[src/pkg/ssc_consts.svh]
`ifndef SSC_CONSTS_SVH
`define SSC_CONSTS_SVH
// ==========================================
// frame bytes and command codes
`define SSC_START_BYTE      8'h02
`define SSC_CMD_SET         8'h09
`define SSC_CMD_GET         8'h0a
`define SSC_CMD_DEFAULTS    8'h12
`define SSC_REPLY_FLAG      8'h40
`define SSC_STAT_OK         8'h00
`define SSC_STAT_FAIL       8'h01
`define SSC_MODE_TRANSP     8'h00
`define SSC_MODE_COMMAND    8'h10
// ==========================================
// stored area
`define SSC_AREA_SIZE       9'h080
`define SSC_PAYLOAD_MAX     8'h82
// ==========================================
// positions
`define SSC_POS_PKT_MODE    7'h05
`define SSC_POS_PKT_SIZE    7'h07
`define SSC_POS_FLOW_STOP   7'h08
`define SSC_POS_ETX         7'h09
`define SSC_POS_GAP         7'h0c
`define SSC_POS_IND_DELAY   7'h0e
`define SSC_POS_RETRY       7'h14
`define SSC_POS_ADDR_MODE   7'h15
`define SSC_POS_DEST_NET    7'h18
`define SSC_POS_DEST_NODE   7'h19
`define SSC_POS_OWN_NET     7'h1c
`define SSC_POS_OWN_NODE    7'h1d
`define SSC_POS_ACK_WAIT    7'h20
`define SSC_POS_TX_POWER    7'h29
`define SSC_POS_PREAMBLE    7'h2c
`define SSC_POS_DETECT      7'h2e
`define SSC_POS_OP_MODE     7'h3c
`define SSC_POS_FLAGS       7'h48
`define SSC_POS_RATE        7'h50
`define SSC_POS_WORD_LEN    7'h54
`define SSC_POS_PARITY      7'h55
`define SSC_POS_STOP_LEN    7'h56
`define SSC_POS_PROFILE     7'h5c
// ==========================================
// defaults
`define SSC_DEF_PKT_MODE    8'h00
`define SSC_DEF_PKT_SIZE    8'h78
`define SSC_DEF_FLOW_STOP   8'h64
`define SSC_DEF_ETX         8'h0a
`define SSC_DEF_GAP         16'h0005
`define SSC_DEF_IND_DELAY   16'h0000
`define SSC_DEF_RETRY       8'h00
`define SSC_DEF_ACK_WAIT    16'h0008
`define SSC_DEF_TX_POWER    8'h0f
`define SSC_DEF_PREAMBLE    16'h0032
`define SSC_DEF_DETECT      8'h0a
`define SSC_DEF_OP_MODE     8'h00
`define SSC_DEF_FLAGS       16'h0200
`define SSC_DEF_RATE        32'h00002580
`define SSC_DEF_WORD_LEN    8'h08
`define SSC_DEF_STOP_LEN    8'h01
// ==========================================
// timing
`define SSC_CLK_PERIOD_NS   8
`define SSC_MS_NS           1000000
`endif

[src/pkg/ssc_pkg.sv]
package ssc_pkg;
    typedef enum logic [9:0] {
        SSC_LOAD   = 10'b0000000001,
        SSC_IDLE   = 10'b0000000010,
        SSC_CMD    = 10'b0000000100,
        SSC_LEN    = 10'b0000001000,
        SSC_PAY    = 10'b0000010000,
        SSC_CSUM   = 10'b0000100000,
        SSC_EXEC   = 10'b0001000000,
        SSC_WRITE  = 10'b0010000000,
        SSC_REPLY  = 10'b0100000000,
        SSC_SWRST  = 10'b1000000000
    } ssc_state_t;
endpackage

[src/hw/ssc_handler.sv]
`timescale 1ns/1ps
`include "ssc_consts.svh"

// ==========================================
// fifo
module ssc_fifo #(
    parameter int WIDTH = 8,
    parameter int DEPTH = 32
) (
    input  wire logic             clock,
    input  wire logic             resetn,
    input  wire logic [WIDTH-1:0] in_data,
    input  wire logic             in_valid,
    output logic                  in_ready,
    output logic      [WIDTH-1:0] out_data,
    output logic                  out_valid,
    input  wire logic             out_ready
);
    localparam int AW = $clog2(DEPTH);
    logic [WIDTH-1:0] mem [0:DEPTH-1];
    logic [AW:0]      wr_r;
    logic [AW:0]      rd_r;

    assign in_ready  = !((wr_r[AW] != rd_r[AW]) && (wr_r[AW-1:0] == rd_r[AW-1:0]));
    assign out_valid = (wr_r != rd_r);
    assign out_data  = mem[rd_r[AW-1:0]];

    always_ff @(posedge clock) begin
        if (in_valid && in_ready) begin
            mem[wr_r[AW-1:0]] <= in_data;
        end
    end

    always_ff @(posedge clock) begin
        if (!resetn) begin
            wr_r <= '0;
            rd_r <= '0;
        end else begin
            if (in_valid && in_ready) begin
                wr_r <= wr_r + 1'b1;
            end
            if (out_valid && out_ready) begin
                rd_r <= rd_r + 1'b1;
            end
        end
    end
endmodule

// Contract
// - read reply is start, 0x4A, length, position, count, data, checksum.
// - reads reaching outside the settings area return no data.
// - defaults command rewrites every stored setting with its default.
// - after the acknowledgement is fully sent, a software reset follows.
// - defaults reply is 0x52, length 0x01, status, checksum.
// - defaults status 0x00 on success, 0x01 on failure.
// - at start-up stored values are copied into working values.
// - working values are replaced by stored contents on restart.
// - written values are stored unchecked; host supplies legal ones.
// - newly stored values act only after a reset.
// - packet method only in transparent mode; command frames use length.
// - method 0 sends on character gap timeout or packet size.
// - method 1 sends on end-of-text or size, sending that character too.
// - packet size at position 7, 1 to 120, default 120.
// - flow stop raised once received count reaches position 8 value.
// - end-of-text character at position 9, any value, default 10.
// - gap timeout at position 12, two bytes ms, default 5.
// - wait position 14 delay between indication and serial output.
// - retry count at position 20; zero disables retries.
// - acknowledgement wait from position 32, two bytes ms, default 8.
// - symbol rate from four bytes at position 80, default 9600.
// - mode 0x00 is transparent, 0x10 is command.
// - multi-byte values travel least significant byte first.
// - position plus count beyond 128 returns no parameter data.
module ssc_handler
    import ssc_pkg::*;
#(
    parameter int CYC_PER_MS = `SSC_MS_NS / `SSC_CLK_PERIOD_NS
) (
    input  wire logic        clock,
    input  wire logic        resetn,
    input  wire logic        store_blank,
    input  wire logic [7:0]  host_rx_data,
    input  wire logic        host_rx_valid,
    output logic             host_rx_ready,
    output logic      [7:0]  host_tx_data,
    output logic             host_tx_valid,
    input  wire logic        host_tx_ready,
    output logic      [7:0]  radio_tx_data,
    output logic             radio_tx_valid,
    input  wire logic        radio_tx_ready,
    output logic             radio_tx_start,
    output logic             rts_n,
    input  wire logic        radio_rx_pending,
    output logic             receive_indication_pin_n,
    output logic             host_out_release,
    output logic             command_mode,
    output logic      [7:0]  radio_retry_count,
    output logic             retries_enabled,
    output logic      [15:0] radio_ack_wait,
    output logic      [31:0] serial_symbol_rate
);
    // ==========================================
    // helpers
    function automatic logic [7:0] default_byte(input logic [6:0] a);
        logic [7:0] v;
        v = 8'h00;
        case (a)
            `SSC_POS_PKT_MODE:       v = `SSC_DEF_PKT_MODE;
            `SSC_POS_PKT_SIZE:       v = `SSC_DEF_PKT_SIZE;
            `SSC_POS_FLOW_STOP:      v = `SSC_DEF_FLOW_STOP;
            `SSC_POS_ETX:            v = `SSC_DEF_ETX;
            `SSC_POS_GAP:            v = 8'(`SSC_DEF_GAP);
            `SSC_POS_IND_DELAY:      v = 8'(`SSC_DEF_IND_DELAY);
            `SSC_POS_RETRY:          v = `SSC_DEF_RETRY;
            `SSC_POS_ACK_WAIT:       v = 8'(`SSC_DEF_ACK_WAIT);
            `SSC_POS_TX_POWER:       v = `SSC_DEF_TX_POWER;
            `SSC_POS_PREAMBLE:       v = 8'(`SSC_DEF_PREAMBLE);
            `SSC_POS_DETECT:         v = `SSC_DEF_DETECT;
            `SSC_POS_OP_MODE:        v = `SSC_DEF_OP_MODE;
            `SSC_POS_FLAGS + 7'h01:  v = 8'(`SSC_DEF_FLAGS >> 8);
            `SSC_POS_RATE:           v = 8'(`SSC_DEF_RATE);
            `SSC_POS_RATE + 7'h01:   v = 8'(`SSC_DEF_RATE >> 8);
            `SSC_POS_WORD_LEN:       v = `SSC_DEF_WORD_LEN;
            `SSC_POS_STOP_LEN:       v = `SSC_DEF_STOP_LEN;
            default:                 v = 8'h00;
        endcase
        return v;
    endfunction

    // range test shared by read and write commands
    function automatic logic in_area(input logic [7:0] pos, input logic [7:0] cnt);
        return ({1'b0, pos} + {1'b0, cnt}) <= `SSC_AREA_SIZE;
    endfunction

    // ==========================================
    // storage
    logic [7:0]  stored_configuration [0:127];
    logic [7:0]  pl_r [0:129];
    ssc_state_t  state_r;
    logic        swrst_r;
    logic        rst;
    logic [7:0]  cmd_r;
    logic [7:0]  len_r;
    logic [7:0]  idx_r;
    logic [7:0]  cs_r;
    logic        wipe_r;
    logic        swrst_pend_r;
    logic [7:0]  rep_code_r;
    logic [7:0]  rep_len_r;
    logic [7:0]  rep_stat_r;
    logic        rep_get_r;
    logic [8:0]  tx_k_r;
    logic [7:0]  tx_cs_r;
    logic [7:0]  rbyte;
    logic        tx_load;
    logic [7:0]  wr_addr;
    logic [7:0]  wr_data;
    logic        acc_cmd;
    logic        fifo_in_ready;

    // working configuration
    logic        pkt_method1_r;
    logic [7:0]  pkt_size_r;
    logic [7:0]  flow_stop_r;
    logic [7:0]  etx_r;
    logic [15:0] gap_ms_lim_r;
    logic [15:0] ind_delay_r;
    logic [7:0]  op_mode_r;

    assign rst = !resetn || swrst_r;
    assign command_mode = (op_mode_r == `SSC_MODE_COMMAND);
    assign acc_cmd = host_rx_valid && host_rx_ready && command_mode;
    assign wr_addr = wipe_r ? idx_r : 8'(pl_r[0] + idx_r);
    assign wr_data = wipe_r ? default_byte(idx_r[6:0]) : pl_r[8'(idx_r + 8'h02)];

    // ==========================================
    // non-volatile store; survives software reset
    always_ff @(posedge clock) begin
        if (!resetn && store_blank) begin
            for (int i = 0; i < 128; i++) begin
                stored_configuration[i] <= default_byte(7'(i));
            end
        end else if (state_r == SSC_WRITE) begin
            // values are taken as given, no range
            stored_configuration[wr_addr[6:0]] <= wr_data;
        end
    end

    always_ff @(posedge clock) begin
        if (state_r == SSC_PAY && acc_cmd && idx_r < `SSC_PAYLOAD_MAX) begin
            pl_r[idx_r] <= host_rx_data;
        end
    end

    // ==========================================
    // working copy, loaded only on the way out of reset
    always_ff @(posedge clock) begin
        if (rst) begin
            pkt_method1_r      <= 1'b0;
            pkt_size_r         <= `SSC_DEF_PKT_SIZE;
            flow_stop_r        <= `SSC_DEF_FLOW_STOP;
            etx_r              <= `SSC_DEF_ETX;
            gap_ms_lim_r       <= `SSC_DEF_GAP;
            ind_delay_r        <= `SSC_DEF_IND_DELAY;
            radio_retry_count  <= `SSC_DEF_RETRY;
            radio_ack_wait     <= `SSC_DEF_ACK_WAIT;
            op_mode_r          <= `SSC_DEF_OP_MODE;
            serial_symbol_rate <= `SSC_DEF_RATE;
        end else if (state_r == SSC_LOAD) begin
            pkt_method1_r      <= stored_configuration[`SSC_POS_PKT_MODE][0];
            pkt_size_r         <= stored_configuration[`SSC_POS_PKT_SIZE];
            flow_stop_r        <= stored_configuration[`SSC_POS_FLOW_STOP];
            etx_r              <= stored_configuration[`SSC_POS_ETX];
            gap_ms_lim_r       <= {stored_configuration[`SSC_POS_GAP + 7'h01],
                                   stored_configuration[`SSC_POS_GAP]};
            ind_delay_r        <= {stored_configuration[`SSC_POS_IND_DELAY + 7'h01],
                                   stored_configuration[`SSC_POS_IND_DELAY]};
            radio_retry_count  <= stored_configuration[`SSC_POS_RETRY];
            radio_ack_wait     <= {stored_configuration[`SSC_POS_ACK_WAIT + 7'h01],
                                   stored_configuration[`SSC_POS_ACK_WAIT]};
            op_mode_r          <= stored_configuration[`SSC_POS_OP_MODE];
            serial_symbol_rate <= {stored_configuration[`SSC_POS_RATE + 7'h03],
                                   stored_configuration[`SSC_POS_RATE + 7'h02],
                                   stored_configuration[`SSC_POS_RATE + 7'h01],
                                   stored_configuration[`SSC_POS_RATE]};
        end
    end

    assign retries_enabled = (radio_retry_count != 8'h00);

    // ==========================================
    // command framing
    always_comb begin
        rbyte = 8'h00;
        case (tx_k_r)
            9'd0:    rbyte = `SSC_START_BYTE;
            9'd1:    rbyte = rep_code_r;
            9'd2:    rbyte = rep_len_r;
            9'd3:    rbyte = rep_get_r ? pl_r[0] : rep_stat_r;
            9'd4:    rbyte = pl_r[1];
            default: rbyte = stored_configuration[7'(pl_r[0] + 8'(tx_k_r - 9'd5))];
        endcase
        if (tx_k_r == 9'd3 + {1'b0, rep_len_r}) begin
            rbyte = tx_cs_r;
        end
    end

    assign tx_load = !host_tx_valid || host_tx_ready;
    assign host_rx_ready = command_mode ?
        (state_r inside {SSC_IDLE, SSC_CMD, SSC_LEN, SSC_PAY, SSC_CSUM}) : fifo_in_ready;

    always_ff @(posedge clock) begin
        if (!resetn) begin
            swrst_r <= 1'b0;
        end else begin
            swrst_r <= (state_r == SSC_SWRST);
        end
    end

    always_ff @(posedge clock) begin
        if (rst) begin
            state_r       <= SSC_LOAD;
            cmd_r         <= 8'h00;
            len_r         <= 8'h00;
            idx_r         <= 8'h00;
            cs_r          <= 8'h00;
            wipe_r        <= 1'b0;
            swrst_pend_r  <= 1'b0;
            rep_code_r    <= 8'h00;
            rep_len_r     <= 8'h00;
            rep_stat_r    <= 8'h00;
            rep_get_r     <= 1'b0;
            tx_k_r        <= 9'd0;
            tx_cs_r       <= 8'h00;
            host_tx_data  <= 8'h00;
            host_tx_valid <= 1'b0;
        end else begin
            case (state_r)
                SSC_LOAD: begin
                    state_r <= SSC_IDLE;
                end
                SSC_IDLE: begin
                    if (acc_cmd && host_rx_data == `SSC_START_BYTE) begin
                        cs_r    <= host_rx_data;
                        state_r <= SSC_CMD;
                    end
                end
                SSC_CMD: begin
                    if (acc_cmd) begin
                        cmd_r   <= host_rx_data;
                        cs_r    <= cs_r ^ host_rx_data;
                        state_r <= SSC_LEN;
                    end
                end
                SSC_LEN: begin
                    if (acc_cmd) begin
                        len_r   <= host_rx_data;
                        idx_r   <= 8'h00;
                        cs_r    <= cs_r ^ host_rx_data;
                        state_r <= (host_rx_data == 8'h00) ? SSC_CSUM : SSC_PAY;
                    end
                end
                SSC_PAY: begin
                    if (acc_cmd) begin
                        cs_r  <= cs_r ^ host_rx_data;
                        idx_r <= idx_r + 8'h01;
                        if (idx_r == len_r - 8'h01) begin
                            state_r <= SSC_CSUM;
                        end
                    end
                end
                SSC_CSUM: begin
                    if (acc_cmd) begin
                        // a bad checksum drops the frame silently
                        state_r <= (host_rx_data == cs_r) ? SSC_EXEC : SSC_IDLE;
                    end
                end
                SSC_EXEC: begin
                    idx_r      <= 8'h00;
                    rep_code_r <= cmd_r | `SSC_REPLY_FLAG;
                    rep_len_r  <= 8'h01;
                    rep_stat_r <= `SSC_STAT_FAIL;
                    rep_get_r  <= 1'b0;
                    tx_k_r     <= 9'd0;
                    tx_cs_r    <= 8'h00;
                    state_r    <= SSC_REPLY;
                    case (cmd_r)
                        `SSC_CMD_SET: begin
                            if (len_r >= 8'h02 && len_r <= `SSC_PAYLOAD_MAX
                                && pl_r[1] == len_r - 8'h02 && in_area(pl_r[0], pl_r[1])) begin
                                rep_stat_r <= `SSC_STAT_OK;
                                wipe_r     <= 1'b0;
                                if (pl_r[1] != 8'h00) begin
                                    state_r <= SSC_WRITE;
                                end
                            end
                        end
                        `SSC_CMD_GET: begin
                            rep_get_r <= 1'b1;
                            if (len_r == 8'h02 && in_area(pl_r[0], pl_r[1])) begin
                                rep_len_r <= 8'(pl_r[1] + 8'h02);
                            end else begin
                                rep_len_r <= 8'h02;
                            end
                        end
                        `SSC_CMD_DEFAULTS: begin
                            if (len_r == 8'h00) begin
                                wipe_r     <= 1'b1;
                                rep_stat_r <= `SSC_STAT_OK;
                                state_r    <= SSC_WRITE;
                            end
                        end
                        default: state_r <= SSC_IDLE;
                    endcase
                end
                SSC_WRITE: begin
                    idx_r <= idx_r + 8'h01;
                    if (wipe_r ? (idx_r == 8'h7f) : (idx_r == pl_r[1] - 8'h01)) begin
                        swrst_pend_r <= wipe_r;
                        state_r      <= SSC_REPLY;
                    end
                end
                SSC_REPLY: begin
                    if (tx_load) begin
                        if (tx_k_r <= 9'd3 + {1'b0, rep_len_r}) begin
                            host_tx_data  <= rbyte;
                            host_tx_valid <= 1'b1;
                            tx_cs_r       <= tx_cs_r ^ rbyte;
                            tx_k_r        <= tx_k_r + 9'd1;
                        end else begin
                            // last byte taken by host; only now may reset fire
                            host_tx_valid <= 1'b0;
                            state_r       <= swrst_pend_r ? SSC_SWRST : SSC_IDLE;
                        end
                    end
                end
                SSC_SWRST: begin
                    state_r <= SSC_SWRST;
                end
                default: state_r <= SSC_IDLE;
            endcase
        end
    end

    // ==========================================
    // transparent path
    logic        fifo_out_valid;
    logic        acc_tr;
    logic        trig;
    logic [7:0]  cnt_r;
    logic [7:0]  rel_r;
    logic [7:0]  add;
    logic [31:0] cyc_r;
    logic        tick;
    logic [15:0] gap_r;
    logic [15:0] ind_r;
    logic        radio_hs;

    ssc_fifo #(.WIDTH(8), .DEPTH(32)) u_fifo (
        .clock     (clock),
        .resetn    (!rst),
        .in_data   (host_rx_data),
        .in_valid  (host_rx_valid && !command_mode && state_r == SSC_IDLE),
        .in_ready  (fifo_in_ready),
        .out_data  (radio_tx_data),
        .out_valid (fifo_out_valid),
        .out_ready (radio_tx_ready && rel_r != 8'h00)
    );

    assign acc_tr = host_rx_valid && host_rx_ready && !command_mode && state_r == SSC_IDLE;
    assign tick   = (cyc_r == 32'(CYC_PER_MS - 1));
    assign radio_tx_valid = fifo_out_valid && (rel_r != 8'h00);
    assign radio_hs = radio_tx_valid && radio_tx_ready;
    assign add = cnt_r + {7'h00, acc_tr};

    // fifo full also releases, since the size limit may exceed its depth
    assign trig = (acc_tr && add >= pkt_size_r)
        || (acc_tr && pkt_method1_r && host_rx_data == etx_r)
        || (!pkt_method1_r && !acc_tr && cnt_r != 8'h00 && gap_r >= gap_ms_lim_r)
        || (cnt_r != 8'h00 && !fifo_in_ready && !command_mode);

    assign rts_n = (cnt_r >= flow_stop_r);

    always_ff @(posedge clock) begin
        if (rst) begin
            cyc_r <= 32'h0;
        end else begin
            cyc_r <= tick ? 32'h0 : cyc_r + 32'h1;
        end
    end

    always_ff @(posedge clock) begin
        if (rst) begin
            cnt_r          <= 8'h00;
            rel_r          <= 8'h00;
            gap_r          <= 16'h0000;
            radio_tx_start <= 1'b0;
        end else begin
            radio_tx_start <= trig;
            cnt_r          <= trig ? 8'h00 : add;
            rel_r          <= rel_r + (trig ? add : 8'h00) - {7'h00, radio_hs};
            if (acc_tr) begin
                gap_r <= 16'h0000;
            end else if (tick && gap_r != 16'hffff) begin
                gap_r <= gap_r + 16'h0001;
            end
        end
    end

    // ==========================================
    // receive indication, resolution one ms tick
    always_ff @(posedge clock) begin
        if (rst || !radio_rx_pending) begin
            ind_r                    <= 16'h0000;
            receive_indication_pin_n <= 1'b1;
            host_out_release         <= 1'b0;
        end else begin
            receive_indication_pin_n <= 1'b0;
            if (ind_r >= ind_delay_r) begin
                host_out_release <= 1'b1;
            end else if (tick) begin
                ind_r <= ind_r + 16'h0001;
            end
        end
    end
endmodule

[config.mk]
export PLATFORM = sky130hd
export DESIGN_NAME = ssc_handler
export DESIGN_NICKNAME = d
export VERILOG_FILES = /design/src/pkg/ssc_pkg.sv /design/src/hw/ssc_handler.sv
export VERILOG_INCLUDE_DIRS = /design/src /design/src/pkg
export SDC_FILE = /design/constraint.sdc
export NUM_CORES = 2
export LEC_CHECK = 0
export BUFFER_PORTS_ARGS = -buffer_cell sky130_fd_sc_hd__buf_4
export CORE_MARGIN = 10
export CORE_UTILIZATION = 40
export DETAILED_ROUTE_END_ITERATION = 8
export SYNTH_ARGS = -nofsm -noshare
export SYNTH_HDL_FRONTEND = slang
export SYNTH_SLANG_ARGS = --single-unit
[constraint.sdc]
create_clock -name clock -period 8.1 [get_ports clock]
set_clock_uncertainty 0.2 [all_clocks]
set_input_delay 0.405 -clock clock [delete_from_list [all_inputs] [get_ports clock]]
set_output_delay 0.405 -clock clock [all_outputs]
set_load 0.005 [all_outputs]
Yosys cells after proc, flatten, opt, wreduce, memory -nomap -nowiden
Memory sizes are Yosys's and may differ from the RTL's. A register that Yosys moved wholly into a read port is not among the register bits. Index checks and enable logic that the tools add are counted.

Register bits after elaboration: 191. RAM bits: 2320. Memories kept: 3. Word-level logic and storage cells: 266. Input port bits: 15.

Memory list: pl_r (words 130, bits a word 8, rd ports 3, clocked after memory_dff 0, write ports 1, RTL line ssc_handler.sv:138) `logic [7:0] pl_r [0:129];`; stored_configuration (words 128, bits a word 8, rd ports 17, clocked after memory_dff 16, write ports 128, RTL line ssc_handler.sv:137) `logic [7:0] stored_configuration [0:127];`; u_fifo.mem (words 32, bits a word 8, rd ports 1, clocked after memory_dff 1, write ports 1, RTL line ssc_handler.sv:20) `logic [WIDTH-1:0] mem [0:DEPTH-1];`.

Reductions and logical operators: 72. Bitwise gates (word level): 3. Magnitude comparators: 9. Equality and inequality tests: 58. Add/subtract/negate cells: 20. Muxes and demuxes: 75.

Operators by type and width (count): $mux W8 (25); $mux W10 (10); $pmux W10 S9 (1); $pmux W8 S11 (1); $mux W9 (5); $eq A8 B8 Y1 (5); $pmux W8 S5 (1); $eq A7 B7 Y1 const B (5); $add A16 B1 Y16 const B (2); $add A32 B1 Y32 const B (1); $eq A32 B17 Y1 const B (1); $ge A16 B16 Y1 (2); $pmux W8 S2 (2); $pmux W8 S4 (1); $reduce_bool A8 Y1 (4); $logic_and A1 B1 Y1 (29); $eq A7 B6 Y1 const B (4); $pmux W9 S3 (1); $eq A7 B4 Y1 const B (3); $mux W7 (3); $mux W1 (19); $eq A9 B2 Y1 const B (2); $ne A2 B2 Y1 const B (9); $pmux W9 S2 (1); other kinds (61) (100).

Logic depth before layout (Yosys ltp)
Depth after elaboration: 16. Gate-level depth with buffers: 29. Gate-level depth less buffers: 26.

Hierarchy
A second synthesis with hierarchy kept.

Cells, all modules: 7291. Area total of the unflattened synthesis: 111826.0 µm².

Modules (own cells, without submodules): ssc_handler (cells an instance 6796, times used 1, area an instance 101125.7 µm²); ssc_fifo (cells an instance 495, times used 1, area an instance 10700.3 µm²).

Worst setup path after synthesis
OpenSTA, ideal clock, no wires.

Path kind: reg2reg. Start point: register state_r[2]. End point: register rel_r[6]. Setup slack: 2115 ps. Cell stages (with the launch flop): 29. Buffers on the path: 4. Setup time: 127 ps. Arrival: 5658 ps. Period minus slack after synthesis: 5985 ps. Data required time: 7773 ps. Path through: dfxtp_1 -> clkbuf_1 -> or4_1 -> clkbuf_1 -> nor4b_1 -> and4b_1 -> buf_2 -> ha_1 -> ha_1 -> nand3_1 -> nor2_1 -> xor2_1 -> ha_1 -> nand2_1 -> o31ai_1 -> a31oi_1 -> nand2_1 -> clkbuf_1 -> nand2_1 -> ha_1 -> inv_1 -> ha_1 -> fa_1 -> a21o_1 -> a21o_1 -> a21o_1 -> a21oi_1 -> xor2_1 -> nor2_1.

Word-level cells in the longest chain between the ends: 15. Elaborated cells on any way between the ends: 25. Those cells by class: 3 x add/sub; 1 x order compare; 5 x eq/ne; 2 x mux; 14 x reduce/logical.

RTL lines: from (decl) (RTL line ssc_handler.sv:139) `ssc_state_t state_r;`; from (signal assigned) (RTL line ssc_handler.sv:300) `state_r <= (host_rx_data == 8'h00) ? SSC_CSUM : SSC_PAY;`; from (signal assigned) (RTL line ssc_handler.sv:315) `state_r <= (host_rx_data == cs_r) ? SSC_EXEC : SSC_IDLE;`; from (signal assigned) (RTL line ssc_handler.sv:373) `state_r <= swrst_pend_r ? SSC_SWRST : SSC_IDLE;`; $eq A10 B2 Y1 (tied with other cells) (RTL line ssc_handler.sv:250, ssc_handler.sv:410); $reduce_bool A5 Y1 (RTL line ssc_handler.sv:250) `(state_r inside {SSC_IDLE, SSC_CMD, SSC_LEN, SSC_PAY, SSC_CSUM}) : fifo_in_ready;`; $mux W1 (RTL line ssc_handler.sv:249) `assign host_rx_ready = command_mode ?`; $logic_and A1 B1 Y1 (2 in a row) (RTL line ssc_handler.sv:410) `assign acc_tr = host_rx_valid && host_rx_ready && !command_mode && state_r == SSC_IDLE;`; $logic_and A1 B1 Y1 * (RTL line ssc_handler.sv:410); $add A8 B1 Y8 * (RTL line ssc_handler.sv:414) `assign add = cnt_r + {7'h00, acc_tr};`; via add[6] (RTL line ssc_handler.sv:392) `logic [7:0] add;`; $ge A8 B8 Y1 (RTL line ssc_handler.sv:417) `assign trig = (acc_tr && add >= pkt_size_r)`; $logic_and A1 B1 Y1 (RTL line ssc_handler.sv:417); $logic_or A1 B1 Y1 (RTL line ssc_handler.sv:418) `|| (acc_tr && pkt_method1_r && host_rx_data == etx_r)`; $logic_or A1 B1 Y1 (RTL line ssc_handler.sv:419) `|| (!pkt_method1_r && !acc_tr && cnt_r != 8'h00 && gap_r >= gap_ms_lim_r)`; $logic_or A1 B1 Y1 (RTL line ssc_handler.sv:420) `|| (cnt_r != 8'h00 && !fifo_in_ready && !command_mode);`; $mux W8 * (RTL line ssc_handler.sv:441) `rel_r <= rel_r + (trig ? add : 8'h00) - {7'h00, radio_hs};`; $add A8 B8 Y8 * (RTL line ssc_handler.sv:441); $sub A8 B1 Y8 * (RTL line ssc_handler.sv:441); to (signal assigned) (RTL line ssc_handler.sv:441); to (decl) (RTL line ssc_handler.sv:391) `logic [7:0] rel_r;`.

Mark *: on every way through the listed nets, which the timed path passes. The rest lies on a longest branch. A chain may end at the register's enable or synchronous reset.

Worst setup path after layout
Start point: register state_r[2]. End point: register rel_r[7].

The elaborated chain is that of the path after synthesis.

==> metrics.md <==
| Metric | Value |
|---|---|
| Status | `finished, final reports clean` |
| Hold EP | `cmd_r[4]` |
| Post-Route WL | `299000 um` |
| First-pass GRT wire length | `442000 um` |
| Cell variety after synth | `90` |
| Worst Reg-to-Reg Cells | `25` |
| CP Class | `flip-flop to flip-flop` |
| Syn-to-layout area delta | `11.9%` |
| Slew HR | `0.138` |
| I/O pin cnt | `96` |
| Synth warn | `0` |
| Avg Cell Area, Syn | `14.9 um^2` |
| TritonCTS clock tree | `yes` |
| Setup slack, reg-to-reg | `1.07 ns` |
| DR iter-0 viols | `7262` |
| Antenna violations before repair | `5` |
| Crit. End Element | `flip-flop` |
| Final period util | `0.867` |
| P_leak | `40.9 nW` |
| Maximum fanout along the worst path | `15` |
| Arr. time, crit path | `7.52 ns` |
| DR vias/cell | `5.70` |
| Drt wl/cell | `26.1 um` |
| Pre-Repair DR Iteration Count | `8` |
| DRC | `0` |
| Final HPWL DP | `192000 um` |
| Grt total ovfl | `0` |
| Max-cap violations | `0` |
| Die Width | `550 um` |
| Clock latency on the worst-skew pair | `0.87 ns` |
| Clock Path Buffers | `4` |
| Syn Std Cell Area | `112000 um^2` |
| Pwr dens | `230 nW/um^2` |
| PostCTS Resize Cnt | `0` |
| Worst R2R End | `rel_r[7]` |
| Reg-to-reg startpoint | `state_r[2]` |
| Die area | `302000 um^2` |
| Fin nets | `7679` |
| Number of global-route vias before repair | `65200` |
| Synth Instances | `7515` |
| Max Clk Rate | `142 MHz` |
| Pwr Total | `28.9 mW` |
| Chip height | `550 um` |
| Slew Limit Fails | `0` |
| Maximum VDD drop | `199 uV` |
| #FFs+latches synth | `2630` |
| Hold Fails Final Rpt | `0` |
| Largest net degree at the start of global routing | `148` |
| Hold-critical path depth | `5` |
| Clock net sink count | `2630` |
| RSZ-0062 raised after global routing | `no` |
| Overall routing resource usage | `0.192` |
| Setup Viol. Count Final | `0` |
| Cts bufs inserted | `272` |
| Sequential cell area fraction in the yosys report | `0.676` |
| Hold Startpoint | `host_rx_valid` |
| Hold Crit Class | `input port to flip-flop` |
| CP Launch Type | `flip-flop` |
| Most used DFF post-synth | `edfxtp_1` |
| Clock Tree Root | `clkbuf_16` |
| Period minus WS final | `7.03 ns` |
| Worst-Margin Slew | `1.29 ns` |
| Core ar. | `279000 um^2` |
| Initial core utilization | `0.402` |
| Row cnt | `194` |
| H-tree depth | `5` |
| Routability Congestion | `0.886` |
| Fraction of layout cells with a size suffix above 1 | `0.173` |
| Clk slew on worst S/H paths | `0.06 ns` |
| Setup TNS | `0 ns` |
| Final Util | `0.449` |
| Via count | `65400` |
| Port-buffer cells | `95` |
| Remaining antenna violation count | `0` |
| FFs w/ async S/R, synth | `0` |
| Layout fillers | `24300` |
| Syn nets | `7659` |
| Worst Path Required | `8.60 ns` |
| Post-synth EDFFs | `2320` |
[per-layer routing]
metal | up-vias | part of all wire | GRT usage
met2 | 2736 | 0.47 | 0.308
met1 | 33800 | 0.41 | 0.268
met5 | - | 0.00016 | 0
met3 | 534 | 0.076 | 0.0320
li1 | 28300 | - | -
met4 | 6 | 0.037 | 0.0666
[logic make-up after synthesis]
logic type,Yosys count,share of synthesized area
adders and majority gates,129,0.0146
DFF,2630,0.676
xor gates and xnor gates,161,0.0127
AOI/OAI and AO/OA,535,0.0305
and+or+nand+nor,2710,0.100
muxes,746,0.142
buffers and inverters,604,0.0234
[state kept, by name, indices dropped and copies added (netlist names), 9 cells and up, named ones only]
| name | flops |
|---|---|
| serial_symbol_rate | 32 |
| stored_configuration | 1024 |
| u_fifo.mem | 256 |
| gap_ms_lim_r | 16 |
| ind_r | 16 |
| tx_k_r | 9 |
| state_r | 10 |
| gap_r | 16 |
| pl_r | 1040 |
| cyc_r | 32 |
| radio_ack_wait | 16 |
| ind_delay_r | 16 |
[cell usage after synthesis, drive strengths merged, types with 87 or more instances]
master,n,area [um^2]
edfxtp,2320,69700
nor2,1457,5470
nand2,818,3070
mux4,679,15300
dfxtp,310,6210
buf,264,1350
clkbuf,214,803
a21oi,202,1010
inv,126,473
ha,125,1560
nand3,111,571
o21ai,89,445
xor2,87,762
[power breakdown]
part	switching [mW]	internal (mW)
Combinational	1.00	0.602
Clock	5.23	6.89
Sequential	0.172	15.0
Total	6.41	22.5
[worst max-delay path, stage by stage, from the launching register on]
cell and delay (ns):
dfxtp_1 0.39, or4_1 0.63, nor4b_1 0.73, and4b_1 0.67, ha_1 0.30, ha_1 0.20, nand3_1 0.13, nor2_1 0.15
xor2_1 0.25, ha_1 0.29, a21oi_1 0.17, o31ai_1 0.09, a31oi_1 0.25, nand2_1 0.34, nand2_1 0.17, ha_1 0.24
inv_1 0.09, ha_1 0.23, a21o_1 0.16, a21o_1 0.20, a21o_1 0.19, a21oi_1 0.22, o21ai_0 0.17, xnor2_1 0.20
xnor2_1 0.13, nor2_1 0.05
[worst max-delay path by stage]
stage | startpoint | end | cells after the start
after global placement | state_r[2] | rel_r[7] | 24
after floorplan | state_r[2] | rel_r[6] | 28
after global routing | state_r[2] | rel_r[7] | 24
after CTS | state_r[2] | rel_r[7] | 25
after detailed placement | state_r[2] | rel_r[7] | 25
final | state_r[2] | rel_r[7] | 25
[cell usage in the layout, fill, tap and decap left out, drive strengths merged, types with 73 or more instances in the layout]
| master | n |
|---|---|
| edfxtp | 2320 |
| nor2 | 1457 |
| nand2 | 818 |
| mux4 | 679 |
| clkbuf | 349 |
| dfxtp | 310 |
| buf | 212 |
| a21oi | 202 |
| inv | 134 |
| ha | 125 |
| nand3 | 111 |
| clkinv | 103 |
| o21ai | 89 |
| xor2 | 87 |
| xnor2 | 73 |
[final cells by class]
| type | count | area (um^2) | share of cell area |
|---|---|---|---|
| sequential | 2630 | 75900 | 0.604 |
| multi-input combinational | 4281 | 34100 | 0.271 |
| clock buffer | 349 | 7370 | 0.0587 |
| tap | 3724 | 4660 | 0.0371 |
| timing repair buffer | 224 | 2030 | 0.0162 |
| clock inverter | 130 | 1060 | 0.00844 |
| inverter | 126 | 478 | 0.00381 |
| antenna | 1 | 2.50 | 0.0000199 |
[per-stage QoR]
step / instances / cell area [um^2] / worst slack, ns / hold slack, ns
global placement: 11000 / 117000 / 1.21 / 0.227
finish: 11500 / 126000 / 1.07 / 0.0894
global route: 11500 / 126000 / 0.624 / 0.112
CTS: 11500 / 126000 / 1.07 / 0.0539
detailed placement: 11000 / 117000 / 1.13 / 0.244
floorplan: 7515 / 112000 / 2.11 / 0.218
[repair_timing]
| action | in CTS | in global routing |
|---|---|---|
| buffers inserted | 0 | 0 |
| hold buffers | 12 | 0 |
| endpoints found under the hold margin | 300 | 0 |
Power figures use the tool's default switching activity.
